[src/logic/emb_pkg.sv]
// shared constants and types for the 16-bit external memory bus block
// assumes one 20 MHz core clock and a core that issues one access at a time
package emb_pkg;

  // register port offsets
  localparam logic [3:0] REG_MEM_CTRL = 4'h0;
  localparam logic [3:0] REG_STATUS   = 4'h1;

  // memory_bus_control field layout and reset value
  localparam int         BIT_EXT_BUS_DISABLE = 7;
  localparam int         WAIT_COUNT_LSB      = 4;
  localparam int         WRITE_MODE_LSB      = 0;
  localparam logic [7:0] MEM_CTRL_RESET      = 8'h00;
  localparam logic [7:0] MEM_CTRL_WRITABLE   = 8'hb3;

  // table_write_mode encodings; bit 1 set means word write
  localparam logic [1:0] WRITE_MODE_BYTE_WRITE  = 2'h0;
  localparam logic [1:0] WRITE_MODE_BYTE_SELECT = 2'h1;
  localparam int         WRITE_MODE_WORD_BIT    = 1;

  // timing: one instruction cycle is four clock periods
  localparam int         CLOCK_NS    = 50;
  localparam int         TCY_NS      = 200;
  localparam int         TCY_CYCLES  = (TCY_NS + CLOCK_NS - 1) / CLOCK_NS;
  localparam logic [3:0] ADDR_CYCLES = 4'h2;
  localparam logic [3:0] DATA_CYCLES = 4'(TCY_CYCLES);

  typedef enum logic [1:0] {
    MODE_MICROPROCESSOR,
    MODE_BOOT_BLOCK,
    MODE_EXTENDED,
    MODE_MICROCONTROLLER
  } emb_mode_t;

  typedef enum logic [1:0] {
    ACC_FETCH,
    ACC_TABLE_READ,
    ACC_TABLE_WRITE
  } emb_kind_t;

  // one access from the core; address is a byte address
  typedef struct packed {
    emb_kind_t   kind;
    logic [20:0] addr;
    logic [7:0]  table_latch;
  } emb_req_t;

  // data phase plan for one access
  typedef struct packed {
    logic [15:0] data;
    logic        drive;
    logic        write_high_strobe_n;
    logic        write_low_strobe_n;
    logic        upper_byte_select_n;
    logic        lower_byte_select_n;
  } emb_lane_t;

endpackage

[src/logic/emb_pin_sync.sv]
// three-stage input synchroniser with agreement filter for bus pins
// assumes the pins are asynchronous to clock
`timescale 1ns/1ps
`default_nettype none
module emb_pin_sync #(
  parameter int WIDTH = 16
) (
  // clock and reset
  input  wire logic             clock,
  input  wire logic             reset_n,
  // pins in, filtered value out
  input  wire logic [WIDTH-1:0] pin_in,
  output var  logic [WIDTH-1:0] value
);

  logic [WIDTH-1:0] stage1;
  logic [WIDTH-1:0] stage2;
  logic [WIDTH-1:0] stage3;

  always_ff @(posedge clock or negedge reset_n) begin
    if (!reset_n) begin
      stage1 <= '0;
      stage2 <= '0;
      stage3 <= '0;
    end else begin
      stage1 <= pin_in;
      stage2 <= stage1;
      stage3 <= stage2;
    end
  end

  // a change only counts once the last two stages agree
  always_ff @(posedge clock or negedge reset_n) begin
    if (!reset_n) begin
      value <= '0;
    end else if (stage2 == stage3) begin
      value <= stage3;
    end
  end

endmodule
`default_nettype wire

[src/logic/emb_lane_plan.sv]
// data lanes and write strobes for the data phase of one access
// assumes the main sequencer registers the result before it reaches pins
`timescale 1ns/1ps
`default_nettype none
module emb_lane_plan (
  // access description
  input  wire logic [1:0]        table_write_mode,
  input  wire emb_pkg::emb_kind_t kind,
  input  wire logic              addr_lsb,
  input  wire logic [7:0]        table_latch,
  input  wire logic [7:0]        held_even_byte,
  // plan
  output var  emb_pkg::emb_lane_t plan
);

  always_comb begin
    plan.data                = {table_latch, table_latch};
    plan.drive               = 1'b1;
    plan.write_high_strobe_n = 1'b1;
    plan.write_low_strobe_n  = 1'b1;
    plan.upper_byte_select_n = 1'b0;
    plan.lower_byte_select_n = 1'b0;
    if (kind != emb_pkg::ACC_TABLE_WRITE) begin
      // reads return both bytes as one word
      plan.drive = 1'b0;
    end else if (table_write_mode[emb_pkg::WRITE_MODE_WORD_BIT]) begin
      if (!addr_lsb) begin
        plan.drive = 1'b0;
      end else begin
        plan.data                = {table_latch, held_even_byte};
        plan.write_high_strobe_n = 1'b0;
      end
    end else if (table_write_mode == emb_pkg::WRITE_MODE_BYTE_SELECT) begin
      plan.write_high_strobe_n = 1'b0;
      plan.upper_byte_select_n = !addr_lsb;
      plan.lower_byte_select_n = addr_lsb;
    end else if (addr_lsb) begin
      plan.write_high_strobe_n = 1'b0;
    end else begin
      plan.write_low_strobe_n = 1'b0;
    end
  end

endmodule
`default_nettype wire

[src/logic/emb_bus.sv]
// external memory bus sequencer with its control register
// assumes core strobes, sleep and execution flags are on clock; ad pins are asynchronous
//
// Overview of operation
// - fully external mode keeps the bus active; pins never act as ports.
// - fully internal mode keeps pins as ports and refuses control register writes.
// - mixed modes switch pins to the bus for every external fetch or table access.
// - mixed modes, internal only: bus when disable bit is 0, ports when 1.
// - an external access while the disable bit is set still takes the bus.
// - setting the disable bit from external code waits until execution is internal.
// - idle bus: lines tri-stated, strobes and selects high, latch strobe and byte address low.
// - table cycles wait by field: 11 none, 10 one, 01 two, 00 three cycles.
// - write mode 1x is word write; high strobe fires when the odd byte is written.
// - write mode 01 copies latch on both bytes, high strobe plus one byte select.
// - write mode 00 copies latch on both bytes, high or low strobe.
// - disable bit resets to 0; when 1 in mixed modes all bus drivers return to ports.
// - only the 16-bit bus exists; software cannot change the width.
// - each access pulses the latch strobe with the address, reads then assert output enable.
// - chip enable is low for every external access and high in sleep.
// - byte write drives latch on both halves, strobe chosen by pointer bit 0.
// - word write even address: hold the latch, tri-state data, no strobe.
// - word write odd address: latch on upper byte, held byte on lower byte.
// - word write strobes only the high line, byte address shows bit 0, both selects low.
// - byte select drives latch on both bytes, high strobe, byte chosen from bit 0.
`timescale 1ns/1ps
`default_nettype none
module emb_bus (
  // clock and reset
  input  wire logic               clock,
  input  wire logic               reset_n,
  // program memory mode strap, caught once after reset
  input  wire emb_pkg::emb_mode_t mode_strap,
  // core status
  input  wire logic               sleep,
  input  wire logic               exec_from_external,
  // register port
  input  wire logic [3:0]         reg_addr,
  input  wire logic [7:0]         reg_wdata,
  input  wire logic               reg_write,
  input  wire logic               reg_read,
  output var  logic [7:0]         reg_rdata,
  // access requests from the core
  input  wire logic               req_valid,
  input  wire emb_pkg::emb_req_t  req,
  output var  logic               req_ready,
  output var  logic               resp_done,
  output var  logic [15:0]        resp_rdata,
  // pin ownership: high while the shared pins carry the bus function
  output var  logic               pins_are_bus,
  // address/data and upper address pins
  input  wire logic [15:0]        ad_in,
  output var  logic [15:0]        ad_out,
  output var  logic               ad_oe,
  output var  logic [3:0]         upper_addr_out,
  output var  logic               upper_addr_oe,
  // control pins
  output var  logic               address_latch_strobe,
  output var  logic               output_enable_n,
  output var  logic               chip_enable_n,
  output var  logic               write_high_strobe_n,
  output var  logic               write_low_strobe_n,
  output var  logic               upper_byte_select_n,
  output var  logic               lower_byte_select_n,
  output var  logic               byte_address_lsb
);

  typedef enum logic [1:0] {
    ST_IDLE,
    ST_ADDR,
    ST_DATA,
    ST_RECOVER
  } emb_state_t;

  emb_state_t         state;
  emb_pkg::emb_mode_t mode;
  logic               mode_caught;
  logic               external_bus_disable;
  logic               disable_in_force;
  logic [1:0]         wait_count;
  logic [1:0]         table_write_mode;
  emb_pkg::emb_req_t  cur;
  logic [7:0]         held_even_byte;
  logic [3:0]         cnt;
  logic [15:0]        ad_sampled;
  emb_pkg::emb_lane_t plan;
  logic               take;
  logic               can_accept;
  logic               ctrl_write;

  // last count of the data phase; only table cycles take wait states.
  // the last count, not the length, is returned so three waits still fit four bits
  function automatic logic [3:0] data_last(input emb_pkg::emb_kind_t kind,
                                           input logic [1:0] wait_sel);
    logic [1:0] short_by;
    logic [3:0] extra;
    short_by = ~wait_sel;
    extra    = 4'(short_by) * 4'(emb_pkg::TCY_CYCLES);
    if (kind == emb_pkg::ACC_FETCH) begin
      data_last = emb_pkg::DATA_CYCLES - 4'h1;
    end else begin
      data_last = emb_pkg::DATA_CYCLES - 4'h1 + extra;
    end
  endfunction

  function automatic logic is_mixed(input emb_pkg::emb_mode_t m);
    is_mixed = (m == emb_pkg::MODE_BOOT_BLOCK) || (m == emb_pkg::MODE_EXTENDED);
  endfunction

  // no access starts in sleep, so chip enable stays high there
  assign can_accept = mode_caught && (mode != emb_pkg::MODE_MICROCONTROLLER) && !sleep;
  assign take       = req_valid && req_ready && (state == ST_IDLE);
  // no width bit exists in the control register: the bus is 16 bits only
  assign ctrl_write = reg_write && (reg_addr == emb_pkg::REG_MEM_CTRL) &&
                      (mode != emb_pkg::MODE_MICROCONTROLLER);

  emb_pin_sync #(
    .WIDTH (16)
  ) u_ad_sync (
    .clock   (clock),
    .reset_n (reset_n),
    .pin_in  (ad_in),
    .value   (ad_sampled)
  );

  emb_lane_plan u_lane (
    .table_write_mode (table_write_mode),
    .kind             (cur.kind),
    .addr_lsb         (cur.addr[0]),
    .table_latch      (cur.table_latch),
    .held_even_byte   (held_even_byte),
    .plan             (plan)
  );

  // mode strap is caught on the first edge after reset release
  always_ff @(posedge clock or negedge reset_n) begin
    if (!reset_n) begin
      mode        <= emb_pkg::MODE_MICROCONTROLLER;
      mode_caught <= 1'b0;
    end else if (!mode_caught) begin
      mode        <= mode_strap;
      mode_caught <= 1'b1;
    end
  end

  // control register
  always_ff @(posedge clock or negedge reset_n) begin
    if (!reset_n) begin
      external_bus_disable <= emb_pkg::MEM_CTRL_RESET[emb_pkg::BIT_EXT_BUS_DISABLE];
      wait_count           <= emb_pkg::MEM_CTRL_RESET[emb_pkg::WAIT_COUNT_LSB +: 2];
      table_write_mode     <= emb_pkg::MEM_CTRL_RESET[emb_pkg::WRITE_MODE_LSB +: 2];
    end else if (ctrl_write) begin
      external_bus_disable <= reg_wdata[emb_pkg::BIT_EXT_BUS_DISABLE];
      wait_count           <= reg_wdata[emb_pkg::WAIT_COUNT_LSB +: 2];
      table_write_mode     <= reg_wdata[emb_pkg::WRITE_MODE_LSB +: 2];
    end
  end

  // clearing takes effect at once; setting waits for internal execution
  always_ff @(posedge clock or negedge reset_n) begin
    if (!reset_n) begin
      disable_in_force <= 1'b0;
    end else if (!external_bus_disable) begin
      disable_in_force <= 1'b0;
    end else if (!exec_from_external) begin
      disable_in_force <= 1'b1;
    end
  end

  // read data stand for exactly one cycle after the read strobe
  always_ff @(posedge clock or negedge reset_n) begin
    if (!reset_n) begin
      reg_rdata <= 8'h00;
    end else if (reg_read && reg_addr == emb_pkg::REG_MEM_CTRL) begin
      reg_rdata <= {external_bus_disable, 1'b0, wait_count, 2'b00, table_write_mode}
                   & emb_pkg::MEM_CTRL_WRITABLE;
    end else if (reg_read && reg_addr == emb_pkg::REG_STATUS) begin
      reg_rdata <= {(state != ST_IDLE), pins_are_bus, disable_in_force, mode_caught,
                    2'b00, 2'(mode)};
    end else begin
      reg_rdata <= 8'h00;
    end
  end

  // pin ownership
  always_ff @(posedge clock or negedge reset_n) begin
    if (!reset_n) begin
      pins_are_bus <= 1'b0;
    end else if (!mode_caught) begin
      pins_are_bus <= 1'b0;
    end else if (mode == emb_pkg::MODE_MICROPROCESSOR) begin
      pins_are_bus <= 1'b1;
    end else if (!is_mixed(mode)) begin
      pins_are_bus <= 1'b0;
    end else if (take || state != ST_IDLE) begin
      pins_are_bus <= 1'b1;
    end else begin
      pins_are_bus <= !disable_in_force;
    end
  end

  // access sequencer
  always_ff @(posedge clock or negedge reset_n) begin
    if (!reset_n) begin
      state <= ST_IDLE;
      cnt   <= 4'h0;
      cur   <= '0;
    end else begin
      case (state)
        ST_IDLE: begin
          if (take) begin
            cur   <= req;
            cnt   <= emb_pkg::ADDR_CYCLES - 4'h1;
            state <= ST_ADDR;
          end
        end
        ST_ADDR: begin
          if (cnt == 4'h0) begin
            cnt   <= data_last(cur.kind, wait_count);
            state <= ST_DATA;
          end else begin
            cnt <= cnt - 4'h1;
          end
        end
        ST_DATA: begin
          if (cnt == 4'h0) begin
            state <= ST_RECOVER;
          end else begin
            cnt <= cnt - 4'h1;
          end
        end
        default: begin
          state <= ST_IDLE;
        end
      endcase
    end
  end

  // even byte of a word write waits here for its odd partner
  always_ff @(posedge clock or negedge reset_n) begin
    if (!reset_n) begin
      held_even_byte <= 8'h00;
    end else if (take && req.kind == emb_pkg::ACC_TABLE_WRITE && !req.addr[0] &&
                 table_write_mode[emb_pkg::WRITE_MODE_WORD_BIT]) begin
      held_even_byte <= req.table_latch;
    end
  end

  // core handshake
  always_ff @(posedge clock or negedge reset_n) begin
    if (!reset_n) begin
      req_ready  <= 1'b0;
      resp_done  <= 1'b0;
      resp_rdata <= 16'h0000;
    end else begin
      req_ready <= can_accept && (state == ST_IDLE) && !take;
      // the pin filter lags four edges, so the word is only settled in recovery
      resp_done <= (state == ST_RECOVER);
      if (state == ST_RECOVER && cur.kind != emb_pkg::ACC_TABLE_WRITE) begin
        resp_rdata <= ad_sampled;
      end
    end
  end

  // address and data pins
  always_ff @(posedge clock or negedge reset_n) begin
    if (!reset_n) begin
      ad_out         <= 16'h0000;
      ad_oe          <= 1'b0;
      upper_addr_out <= 4'h0;
      upper_addr_oe  <= 1'b0;
    end else if (take) begin
      ad_out         <= req.addr[16:1];
      ad_oe          <= 1'b1;
      upper_addr_out <= req.addr[20:17];
      upper_addr_oe  <= 1'b1;
    end else if (state == ST_ADDR && cnt == 4'h0) begin
      ad_out <= plan.data;
      ad_oe  <= plan.drive;
    end else if (state == ST_RECOVER) begin
      // data are held through recovery so the strobe edge sees them stable
      ad_out         <= 16'h0000;
      ad_oe          <= 1'b0;
      upper_addr_out <= 4'h0;
      upper_addr_oe  <= 1'b0;
    end
  end

  // control pins
  always_ff @(posedge clock or negedge reset_n) begin
    if (!reset_n) begin
      address_latch_strobe <= 1'b0;
      output_enable_n      <= 1'b1;
      chip_enable_n        <= 1'b1;
      write_high_strobe_n  <= 1'b1;
      write_low_strobe_n   <= 1'b1;
      upper_byte_select_n  <= 1'b1;
      lower_byte_select_n  <= 1'b1;
      byte_address_lsb     <= 1'b0;
    end else if (take) begin
      address_latch_strobe <= 1'b1;
      chip_enable_n        <= 1'b0;
      byte_address_lsb     <= req.addr[0];
    end else if (state == ST_ADDR && cnt == 4'h0) begin
      address_latch_strobe <= 1'b0;
      output_enable_n      <= (cur.kind == emb_pkg::ACC_TABLE_WRITE);
      write_high_strobe_n  <= plan.write_high_strobe_n;
      write_low_strobe_n   <= plan.write_low_strobe_n;
      upper_byte_select_n  <= plan.upper_byte_select_n;
      lower_byte_select_n  <= plan.lower_byte_select_n;
    end else if (state == ST_ADDR) begin
      address_latch_strobe <= 1'b0;
    end else if (state == ST_DATA && cnt == 4'h0) begin
      output_enable_n     <= 1'b1;
      write_high_strobe_n <= 1'b1;
      write_low_strobe_n  <= 1'b1;
    end else if (state == ST_RECOVER) begin
      chip_enable_n       <= 1'b1;
      upper_byte_select_n <= 1'b1;
      lower_byte_select_n <= 1'b1;
      byte_address_lsb    <= 1'b0;
    end
  end

endmodule
`default_nettype wire

[config.mk]
export PLATFORM = sky130hd
export DESIGN_NAME = emb_bus
export DESIGN_NICKNAME = d
export VERILOG_FILES = /design/src/logic/emb_pkg.sv /design/src/logic/emb_pin_sync.sv /design/src/logic/emb_lane_plan.sv /design/src/logic/emb_bus.sv
export SDC_FILE = /design/constraint.sdc
export NUM_CORES = 1
export LEC_CHECK = 0
export BUFFER_PORTS_ARGS = -buffer_cell sky130_fd_sc_hd__buf_2
export CAP_MARGIN = 15
export CORE_UTILIZATION = 55
export CTS_CLUSTER_DIAMETER = 40
export DETAILED_ROUTE_END_ITERATION = 16
export GPL_TIMING_DRIVEN = 0
export PLACE_DENSITY = 0.88
export SYNTH_ARGS = -nofsm -noshare
export SYNTH_HDL_FRONTEND = slang
export SYNTH_HIERARCHICAL = 1
export SYNTH_SLANG_ARGS = --single-unit
[constraint.sdc]
create_clock -name clock -period 2 [get_ports clock]
set_input_delay 0.2 -clock clock [delete_from_list [all_inputs] [get_ports clock]]
set_output_delay 0.2 -clock clock [all_outputs]
set_load 0.01 [all_outputs]
Yosys cells after proc, flatten, opt, wreduce, memory -nomap -nowiden
Index checks and enable logic that the tools add are counted.
{"block": "op_classes", "n_addsub": 2, "eq_ne": 22, "n_mux": 59, "bitwise": 2, "reduce_logical": 42}
{"cell": "16-bit 2-to-1 mux", "n": 3}
{"cell": "1-bit 2-to-1 mux", "n": 36}
{"cell": "4-bit 2-to-1 mux", "n": 8}
{"cell": "8-bit 2-to-1 mux", "n": 4}
{"cell": "2-bit inequality test, second input constant", "n": 10}
{"cell": "16-bit == test", "n": 1}
{"cell": "1-bit logical AND", "n": 16}
{"cell": "4-bit one-hot mux with 3 select lines", "n": 1}
{"cell": "2-bit == test, second input constant", "n": 5}
{"cell": "9-bit 2-to-1 mux", "n": 1}
{"cell": "3-bit AND reduction", "n": 3}
{"cell": "3-bit nonzero test", "n": 3}
{"cell": "4-bit logical NOT", "n": 2}
{"cell": "2-bit 2-to-1 mux", "n": 4}
{"cell": "4-bit AND reduction", "n": 2}
{"cell": "2-bit nonzero test", "n": 4}
{"cell": "2-bit by 1-bit == test with 1-bit output, second input constant", "n": 3}
{"cell": "2-bit logical NOT", "n": 3}
{"cell": "2-bit one-hot mux with 3 select lines", "n": 1}
{"cell": "1-bit logical NOT", "n": 5}
{"cell": "2-bit by 4-bit adder with 4-bit output, first input constant", "n": 1}
{"cell": "4-bit by 1-bit == test with 1-bit output, second input constant", "n": 1}
{"cell": "2-bit by 1-bit inequality test with 1-bit output, second input constant", "n": 2}
{"cell": "2-bit AND reduction", "n": 2}
{"cell": "other kinds (5)", "n": 6}
{"block": "word_totals", "reg_bits": 155, "inputBits": 68, "out_inout_bits": 57, "elab_cells": 160}

Longest topological paths before layout
Gate-level depths: netlist of run 1.
{"block": "logic_depth", "word_depth": 7, "ltp_mapped": 9, "depth_no_buf": 6}

Cells and area by module
Netlist of run 1, hierarchy kept.
{"mod": "emb_bus", "instances": 1, "cells_each": 353, "area_each_um2": 4052.6, "seq_area_each_um2": 2237.1}
{"mod": "emb_pin_sync", "instances": 1, "cells_each": 102, "area_each_um2": 2014.4, "seq_area_each_um2": 1601.5}
{"mod": "emb_lane_plan", "instances": 1, "cells_each": 26, "area_each_um2": 227.7, "seq_area_each_um2": 0.0}

Worst setup path before layout of run 1
OpenSTA, ideal clock, no wires.
{"block": "synth_path", "path_kind": "register to register", "from": "register u_ad_sync.stage3[2]", "to": "register u_ad_sync.value[10]", "setup_time_ns": 0.125, "t_arrival_ns": 1.579, "t_required_ns": 1.875, "slack_ns": 0.296, "stages_incl_launch_ff": 6, "path_buffers": 1, "synth_period_minus_slack_ns": 1.704, "cell_sequence": "dfrtp_1 -> xor2_1 -> nor4_1 -> nand4_2 -> buf_6 -> mux2_4"}
{"block": "synth_via", "elab_chain_cells": 1}
{"element": "start, declared", "line": "emb_pin_sync.sv:18", "rtl": "logic [WIDTH-1:0] stage3;"}
{"element": "start signal, assigned", "line": "emb_pin_sync.sv:28", "rtl": "stage3 <= stage2;"}
{"element": "16-bit == test", "line": "emb_pin_sync.sv:36", "rtl": "end else if (stage2 == stage3) begin"}
{"element": "end signal, assigned", "line": "emb_pin_sync.sv:37", "rtl": "value <= stage3;"}
{"element": "end, declared", "line": "emb_pin_sync.sv:13", "rtl": "output var logic [WIDTH-1:0] value"}
No other way between the ends.
A chain may end at the register's enable or synchronous reset.

Worst setup path after layout of run 1
{"block": "layout_path", "from": "register state[0]", "to": "register held_even_byte[2]"}
{"block": "layout_via", "elab_chain_cells": 5}
{"element": "start, declared", "line": "emb_bus.sv:74", "rtl": "emb_state_t state;"}
{"element": "start signal, assigned", "line": "emb_bus.sv:204", "rtl": "state <= ST_IDLE;"}
{"element": "start signal, assigned", "line": "emb_bus.sv:213", "rtl": "state <= ST_ADDR;"}
{"element": "start signal, assigned", "line": "emb_bus.sv:219", "rtl": "state <= ST_DATA;"}
{"element": "2-bit logical NOT", "line": "emb_bus.sv:111", "rtl": "assign take = req_valid && req_ready && (state == ST_IDLE);"}
{"element": "1-bit logical AND", "line": "emb_bus.sv:111"}
{"element": "1-bit logical AND (3 in a row)", "line": "emb_bus.sv:242", "rtl": "end else if (take && req.kind == emb_pkg::ACC_TABLE_WRITE && !req.addr[0] &&"}
{"element": "end signal, assigned", "line": "emb_bus.sv:244", "rtl": "held_even_byte <= req.table_latch;"}
{"element": "end, declared", "line": "emb_bus.sv:82", "rtl": "logic [7:0] held_even_byte;"}
No other way between the ends.

==> results of run 1 <==
-- layout make-up --
cell class / count / area [sq um] / share of cell area [%]
well taps: 140 / 175 / 2.11
multi-input cells: 289 / 2230 / 26.9
plain buffers: 28 / 209 / 2.52
clock inverters: 13 / 193 / 2.32
inverters: 12 / 45.0 / 0.543
clock buffers: 18 / 439 / 5.30
flip-flops and latches: 153 / 3840 / 46.3
repair buffers: 174 / 1160 / 14.0
-- where the power goes --
| group | leakage, nW | total [mW] | internal (mW) | switching, mW |
|---|---|---|---|---|
| registers | 1.96 | 4.06 | 3.64 | 0.418 |
| logic | 1.97 | 2.71 | 1.23 | 1.48 |
| clock network | 0.303 | 3.37 | 2.13 | 1.25 |
-- per-layer routing --
layer / vias to the layer above / GRT usage, % / part of all wire [%]
met5: - / 0 / 0
met4: 0 / 13.0 / 2.5
met3: 30 / 6.58 / 4.7
met2: 135 / 42.7 / 52
met1: 2205 / 30.2 / 41
li1: 2033 / - / -
-- sequential cells by signal, summed over array words and instances, names as in the netlist, 2 cells and up --
name,flops
u_ad_sync/stage1,16
cur,11
table_write_mode,2
u_ad_sync/stage3,16
reg_rdata,6
upper_addr_out,4
u_ad_sync/value,16
u_ad_sync/stage2,16
state,2
mode,2
wait_count,2
resp_rdata,16
held_even_byte,8
cnt,4
ad_out,16
-- synthesized netlist by cell type, types with 4 or more instances --
cell / number
dfrtp_1: 145
nand2_1: 68
mux2_1: 30
o21ai_1: 25
xor2_1: 17
mux2_2: 16
nor3b_2: 14
buf_4: 13
a21oi_2: 12
inv_1: 12
mux2_4: 10
ha_1: 9
nor2_1: 9
a21oi_1: 8
dfstp_2: 8
buf_2: 6
buf_6: 6
a22o_1: 5
a31oi_1: 5
nor2b_1: 5
nand3_1: 4
nor3b_1: 4
-- worst register-to-register path, stage by stage (launching register included) --
cell and delay (ns):
dfrtp_1 0.43, inv_1 0.12, ha_1 0.30, and3_1 0.20, buf_4 0.18, nand2_2 0.18
mux2_1 0.38
-- worst max-delay path by stage --
stage | to | cells past startpoint | slack, ns
after detailed placement | u_ad_sync/value[13]$_DFFE_PN0N_ | 5 | -0.12
final | held_even_byte[2]$_DFFE_PN0P_ | 6 | 0.09
after CTS | u_ad_sync/value[10]$_DFFE_PN0N_ | 5 | 0.03
after global placement | held_even_byte[5]$_DFFE_PN0P_ | 1 | -1.29
after global routing | held_even_byte[2]$_DFFE_PN0P_ | 6 | 0.004
after floorplan | u_ad_sync/value[10]$_DFFE_PN0N_ | 5 | 0.30
-- timing repair --
action / CTS / global route
hold endpoints to repair: 123 / 0
pin swaps: 1 / 1
cloned: 0 / 0
setup buffers: 0 / 5
resized for setup: 2 / 7
setup endpoints to repair: 10 / 37
hold buffers: 49 / 0
-- cell families (layout without fill, tap and decap cells) --
logic type / after synthesis / in the layout
AO/OA/AOI/OAI: 73 / 73
multiplexers: 56 / 56
AND/OR/NAND/NOR: 131 / 131
adder cells (fa/ha/maj): 9 / 9
other: 2 / 3
buffers and inverters: 40 / 245
flip-flops: 153 / 153
XOR/XNOR: 17 / 17
-- through the flow --
stage	util (%)	total power, mW	cells	TNS (ns)	cell area [sq um]
CTS	75.0	10.1	822	0	8240
finish	75.5	10.1	827	0	8290
detailed placement	64.7	6.64	742	-1.14	7100
floorplan	-	5.73	482	0	6300
global placement	64.4	6.48	741	-190.40	7070
global route	75.5	10.6	827	0	8290
==> flow_metrics.env, run 1 <==
export IMPL_outcome="finished, final reports clean"
export IMPL_synth_area_per_cell_sq_um=13.1
export IMPL_reg2reg_depth=6
export IMPL_grtUsageTotal_pct=25.5
export IMPL_yosysTopAreaCell="dfrtp_1"
export IMPL_nets=752
export IMPL_wl_per_cell_microns=17.1
export IMPL_drtIter0Drc=234
export IMPL_initial_core_util_pct=57.3
export IMPL_ir_drop_v=0.00126
export IMPL_yosys_mux_area_fraction_pct=10.6
export IMPL_clock_latency_ns=0.42
export IMPL_antenna_found_initial=0
export IMPL_cp_end_kind="flop"
export IMPL_postLayoutSetupSlackWorst_ns=0.0870
export IMPL_rows=38
export IMPL_layout_common_cells="dfrtp_1, buf_2, nand2_1, dlygate4sd3_1, mux2_1"
export IMPL_crit_start="state[0]$_DFFE_PN0P_"
export IMPL_synth_cell_type_count=54
export IMPL_drtAntennaViolNets=0
export IMPL_clock_path_buffers=2
export IMPL_htree_levels=4
export IMPL_grt_pass1_wl_mm=22.0
export IMPL_min_delay_start="mode_strap[0]"
export IMPL_portBuffers=119
export IMPL_required_ns=2.30
export IMPL_cp_cell_sequence="inv_1, ha_1, and3_1, buf_4, nand2_2, mux2_1"
export IMPL_drv_cap=0
export IMPL_setup_viol_count_final=0
export IMPL_synthXorXnorAreaFrac_pct=2.37
export IMPL_hpwl_mm=9.13
export IMPL_r2r_slack_ns=0.09
export IMPL_ys_ff_latch=153
export IMPL_totalWireLength_mm=14.1
export IMPL_synth_compound_area_share_pct=7.79
export IMPL_cts_tree="done"
export IMPL_drive_gt1_share_pct=37.1
export IMPL_whs_endpoint="mode[0]$_DFFE_PN1N_"
export IMPL_powerDensity_mw_per_mm2=1220
export IMPL_synth_top_family_by_area="simple AND/OR/NAND/NOR gates"
export IMPL_gp_congestion=0.892
export IMPL_synth_edff_count=0
export IMPL_async_flop_share_pct=100
export IMPL_slowest_stage="dfrtp_1"
export IMPL_cp_top_family="flip-flops"
export IMPL_critPathBufInv=2
export IMPL_hold_path_class="primary input to flop"
export IMPL_die_y_microns=109
export IMPL_p_leak_nw=4.23
export IMPL_n_fill_cell=682
export IMPL_grt_max_degree=82
export IMPL_core_area_sq_mm=0.0110
export IMPL_vias=4403
export IMPL_dieArea_sq_mm=0.0119
export IMPL_synthAdderAreaFrac_pct=1.79
export IMPL_grt_pass1_vias=4497
export IMPL_start_kind="flop"
export IMPL_die_w_microns=109
export IMPL_syn_inst=481
export IMPL_synth_simple_area_share_pct=12.3
export IMPL_cts_buffers=17
export IMPL_critPathArrivalTime_ns=2.21
export IMPL_final_common_cell="dfrtp_1"
export IMPL_dp_slack_ns=-0.120
export IMPL_period_share_pct=95.7
export IMPL_slew_headroom_pct=51.0
export IMPL_whs_path_depth=2
export IMPL_yosysWarnings=6
export IMPL_grt_overflow=0
export IMPL_rsz0062_at_grt="no"
export IMPL_ys_top_cells_by_area="dfrtp_1, mux2_1, nand2_1"
export IMPL_reg2reg_from="state[0]$_DFFE_PN0P_"
export IMPL_antenna_cells=0
export IMPL_path_max_fanout=9
export IMPL_hold_slack_ns=0.0188
export IMPL_crit_path_max_incr_delay_ns=0.43
export IMPL_detail_route_vias_per_cell=5.32
export IMPL_maxSlewViolCount=0
export IMPL_ios=125
export IMPL_r2r_end="held_even_byte[2]$_DFFE_PN0P_"
export IMPL_synth_top_cell_area_share_pct=57.6
export IMPL_finalHoldViolCount=0
export IMPL_cts_sinks=153
export IMPL_seq_area_frac_synth_pct=61.0
export IMPL_cts_root_buffer="clkbuf_16"
export IMPL_drt_pass1_iter_count=4
export IMPL_syn_cell_area_sq_mm=0.00629
export IMPL_critPathKind="flop to flop"
export IMPL_max_freq_mhz=523
export IMPL_period_minus_slack_ns=1.91
export IMPL_yosys_most_used_dff="dfrtp_1"
export IMPL_skew_ns=0.00904
export IMPL_drc=0
export IMPL_area_growth_pct=31.7
export IMPL_worstMarginPinSlew_ns=0.736
export IMPL_clkTransAtPathRegs_ns=0.06
(Power assumes the default switching activity.)
==> run 2, diff against run 1 <==
--- a/config.mk
+++ b/config.mk
@@ -7,11 +7,11 @@
 export LEC_CHECK = 0
 export BUFFER_PORTS_ARGS = -buffer_cell sky130_fd_sc_hd__buf_2
 export CAP_MARGIN = 15
-export CORE_UTILIZATION = 55
+export CORE_UTILIZATION = 49
 export CTS_CLUSTER_DIAMETER = 40
 export DETAILED_ROUTE_END_ITERATION = 16
 export GPL_TIMING_DRIVEN = 0
-export PLACE_DENSITY = 0.88
+export PLACE_DENSITY = 0.83
 export SYNTH_ARGS = -nofsm -noshare
 export SYNTH_HDL_FRONTEND = slang
 export SYNTH_HIERARCHICAL = 1
==> constraint.sdc (replaced) <==
create_clock -name clock -period 1.64 [get_ports clock]
set_input_delay 0.164 -clock clock [delete_from_list [all_inputs] [get_ports clock]]
set_output_delay 0.164 -clock clock [all_outputs]
set_load 0.01 [all_outputs]
==> flow_metrics.env, run 2 (synthesized netlist as in run 1, its figures left out) <==
export IMPL_crit_path_max_incr_delay_ns=0.46
export IMPL_p_sw_share_pct=30.9
export IMPL_r2r_end="ad_out[6]$_DFFE_PN0P_"
export IMPL_slowest_stage="dfrtp_2"
export IMPL_max_freq_mhz=566
export IMPL_drt_pass1_iter_count=5
export IMPL_totalWireLength_mm=15.6
export IMPL_nets=779
export IMPL_rsz0062_at_grt="yes"
export IMPL_period_share_pct=108
export IMPL_core_area_sq_mm=0.0126
export IMPL_cts_sinks=153
export IMPL_n_fill_cell=802
export IMPL_p_leak_nw=4.46
export IMPL_htree_levels=4
export IMPL_postLayoutSetupSlackWorst_ns=-0.128
export IMPL_hpwl_mm=9.47
export IMPL_dieArea_sq_mm=0.0133
export IMPL_whs_endpoint="reg_rdata[6]$_DFF_PN0_"
export IMPL_path_common_cell="buf_6"
export IMPL_ir_drop_v=0.000860
export IMPL_reg2reg_depth=9
export IMPL_die_w_microns=115
export IMPL_reg2reg_from="state[0]$_DFFE_PN0P_"
export IMPL_ios=125
export IMPL_finalHoldViolCount=0
export IMPL_required_ns=1.98
export IMPL_drive_gt1_share_pct=41.8
export IMPL_cts_buffers=17
export IMPL_gp_congestion=0.806
export IMPL_detail_route_vias_per_cell=5.16
export IMPL_drtIter0Drc=338
export IMPL_area_growth_pct=41.6
export IMPL_clkTransAtPathRegs_ns=0.06
export IMPL_worstMarginPinSlew_ns=0.708
export IMPL_cts_tree="done"
export IMPL_start_kind="flop"
export IMPL_wl_per_cell_microns=17.6
export IMPL_die_y_microns=115
export IMPL_initial_core_util_pct=50.1
export IMPL_drc=0
export IMPL_grt_overflow=0
export IMPL_critPathArrivalTime_ns=2.11
export IMPL_vias=4577
export IMPL_clock_latency_ns=0.42
export IMPL_path_max_fanout=5
export IMPL_dp_slack_ns=-0.423
export IMPL_cp_end_kind="flop"
export IMPL_r2r_slack_ns=-0.13
export IMPL_grt_pass1_vias=4660
export IMPL_p_switching_mw=4.29
export IMPL_skew_ns=0.00789
export IMPL_whs_path_depth=3
export IMPL_cp_cell_sequence="ha_4, buf_6, nor4bb_4, buf_6, buf_12, buf_16, nor3b_4, a21oi_2, o21ai_1"
export IMPL_critPathKind="flop to flop"
export IMPL_drv_cap=0
export IMPL_antenna_cells=0
export IMPL_p_int_mw=9.59
export IMPL_seq_power_share_pct=35.7
export IMPL_layout_common_cells="dfrtp_1, buf_2, nand2_1, dlygate4sd3_1"
export IMPL_final_common_cell="dfrtp_1"
export IMPL_period_minus_slack_ns=1.77
export IMPL_maxSlewViolCount=0
export IMPL_rows=41
export IMPL_setup_viol_count_final=46
export IMPL_grt_max_degree=79
export IMPL_cts_root_buffer="clkbuf_16"
export IMPL_clock_path_buffers=2
export IMPL_p_comb_share_pct=32.2
export IMPL_drtAntennaViolNets=0
export IMPL_antenna_found_initial=0
export IMPL_violations="negative setup slack"
export IMPL_p_clk_share_pct=32.1
export IMPL_grtUsageTotal_pct=23.8
export IMPL_powerDensity_mw_per_mm2=1560
export IMPL_slew_headroom_pct=52.8
export IMPL_portBuffers=119
export IMPL_hold_path_class="primary input to flop"
export IMPL_min_delay_start="reg_addr[1]"
export IMPL_outcome="finished with violations"
export IMPL_grt_pass1_wl_mm=23.5
export IMPL_hold_slack_ns=0.137
==> run 2: power groups by stage <==
stage	Clock (mW)	Combinational [mW]	Sequential [mW]
CTS	4.49	3.74	4.90
global route	4.67	4.77	5.01
floorplan	0	1.98	5.01
finish	4.46	4.47	4.95
global placement	0	3.01	4.92
detailed placement	0	3.15	4.95
==> run 2: worst max-delay path: cells and delay by family, from the launching register on <==
family | cells | cell delay [ns]
simple gates | 2 | 0.32
flops | 1 | 0.46
compound gates | 2 | 0.20
fa+ha+maj | 1 | 0.18
buf+inv | 4 | 0.53
==> run 2: stage by stage <==
step / util, % / instance area [sq um] / cells / setup TNS, ns / total power, mW
final: 70.9 / 8910 / 887 / -3.62 / 13.9
after global routing: 70.9 / 8910 / 887 / -7.12 / 14.4
after CTS: 68.7 / 8630 / 874 / -5.41 / 13.1
after detailed placement: 56.8 / 7140 / 774 / -13.85 / 8.10
after global placement: 56.6 / 7110 / 773 / -251.31 / 7.92
after floorplan: - / 6300 / 482 / -0.636 / 6.99
==> run 2: area by class of cell <==
class	instances	area, sq um	area share (%)
tap	172	215	2.41
inverter	12	45.0	0.505
timing repair buffer	201	1460	16.4
multi-input combinational	289	2420	27.1
sequential	153	3840	43.1
clock buffer	20	457	5.12
buffer	28	263	2.95
clock inverter	12	219	2.46
==> run 2: worst max-delay path by stage <==
stage               slack [ns]                      startpoint                               to  depth (start not counted)
global placement         -1.63                         reset_n    held_even_byte[4]$_DFFE_PN0P_                          1
CTS                      -0.15  u_ad_sync/stage3[14]$_DFF_PN0_  u_ad_sync/value[10]$_DFFE_PN0N_                          5
finish                   -0.13            state[0]$_DFFE_PN0P_            ad_out[6]$_DFFE_PN0P_                          9
detailed placement       -0.42   u_ad_sync/stage3[2]$_DFF_PN0_  u_ad_sync/value[14]$_DFFE_PN0N_                          5
global route             -0.18            state[0]$_DFFE_PN0P_            ad_out[6]$_DFFE_PN0P_                          9
floorplan                -0.06   u_ad_sync/stage3[2]$_DFF_PN0_  u_ad_sync/value[10]$_DFFE_PN0N_                          5
==> run 2: what timing repair did <==
item / in CTS / in global routing
gates resized for setup: 35 / 38
hold buffers: 57 / 0
pin swaps: 6 / 8
setup buffers: 10 / 12
cloned: 1 / 1
endpoints found under the setup margin: 76 / 84
hold endpoints to repair: 132 / 0
==> run 2: per-layer routing <==
metal | vias up | track usage, % | wire length [microns]
met1 | 2276 | 28.9 | 6370
met4 | 0 | 10.5 | 487
met2 | 173 | 40.4 | 7850
met3 | 39 | 5.43 | 886
li1 | 2089 | - | -
met5 | - | 0 | 0
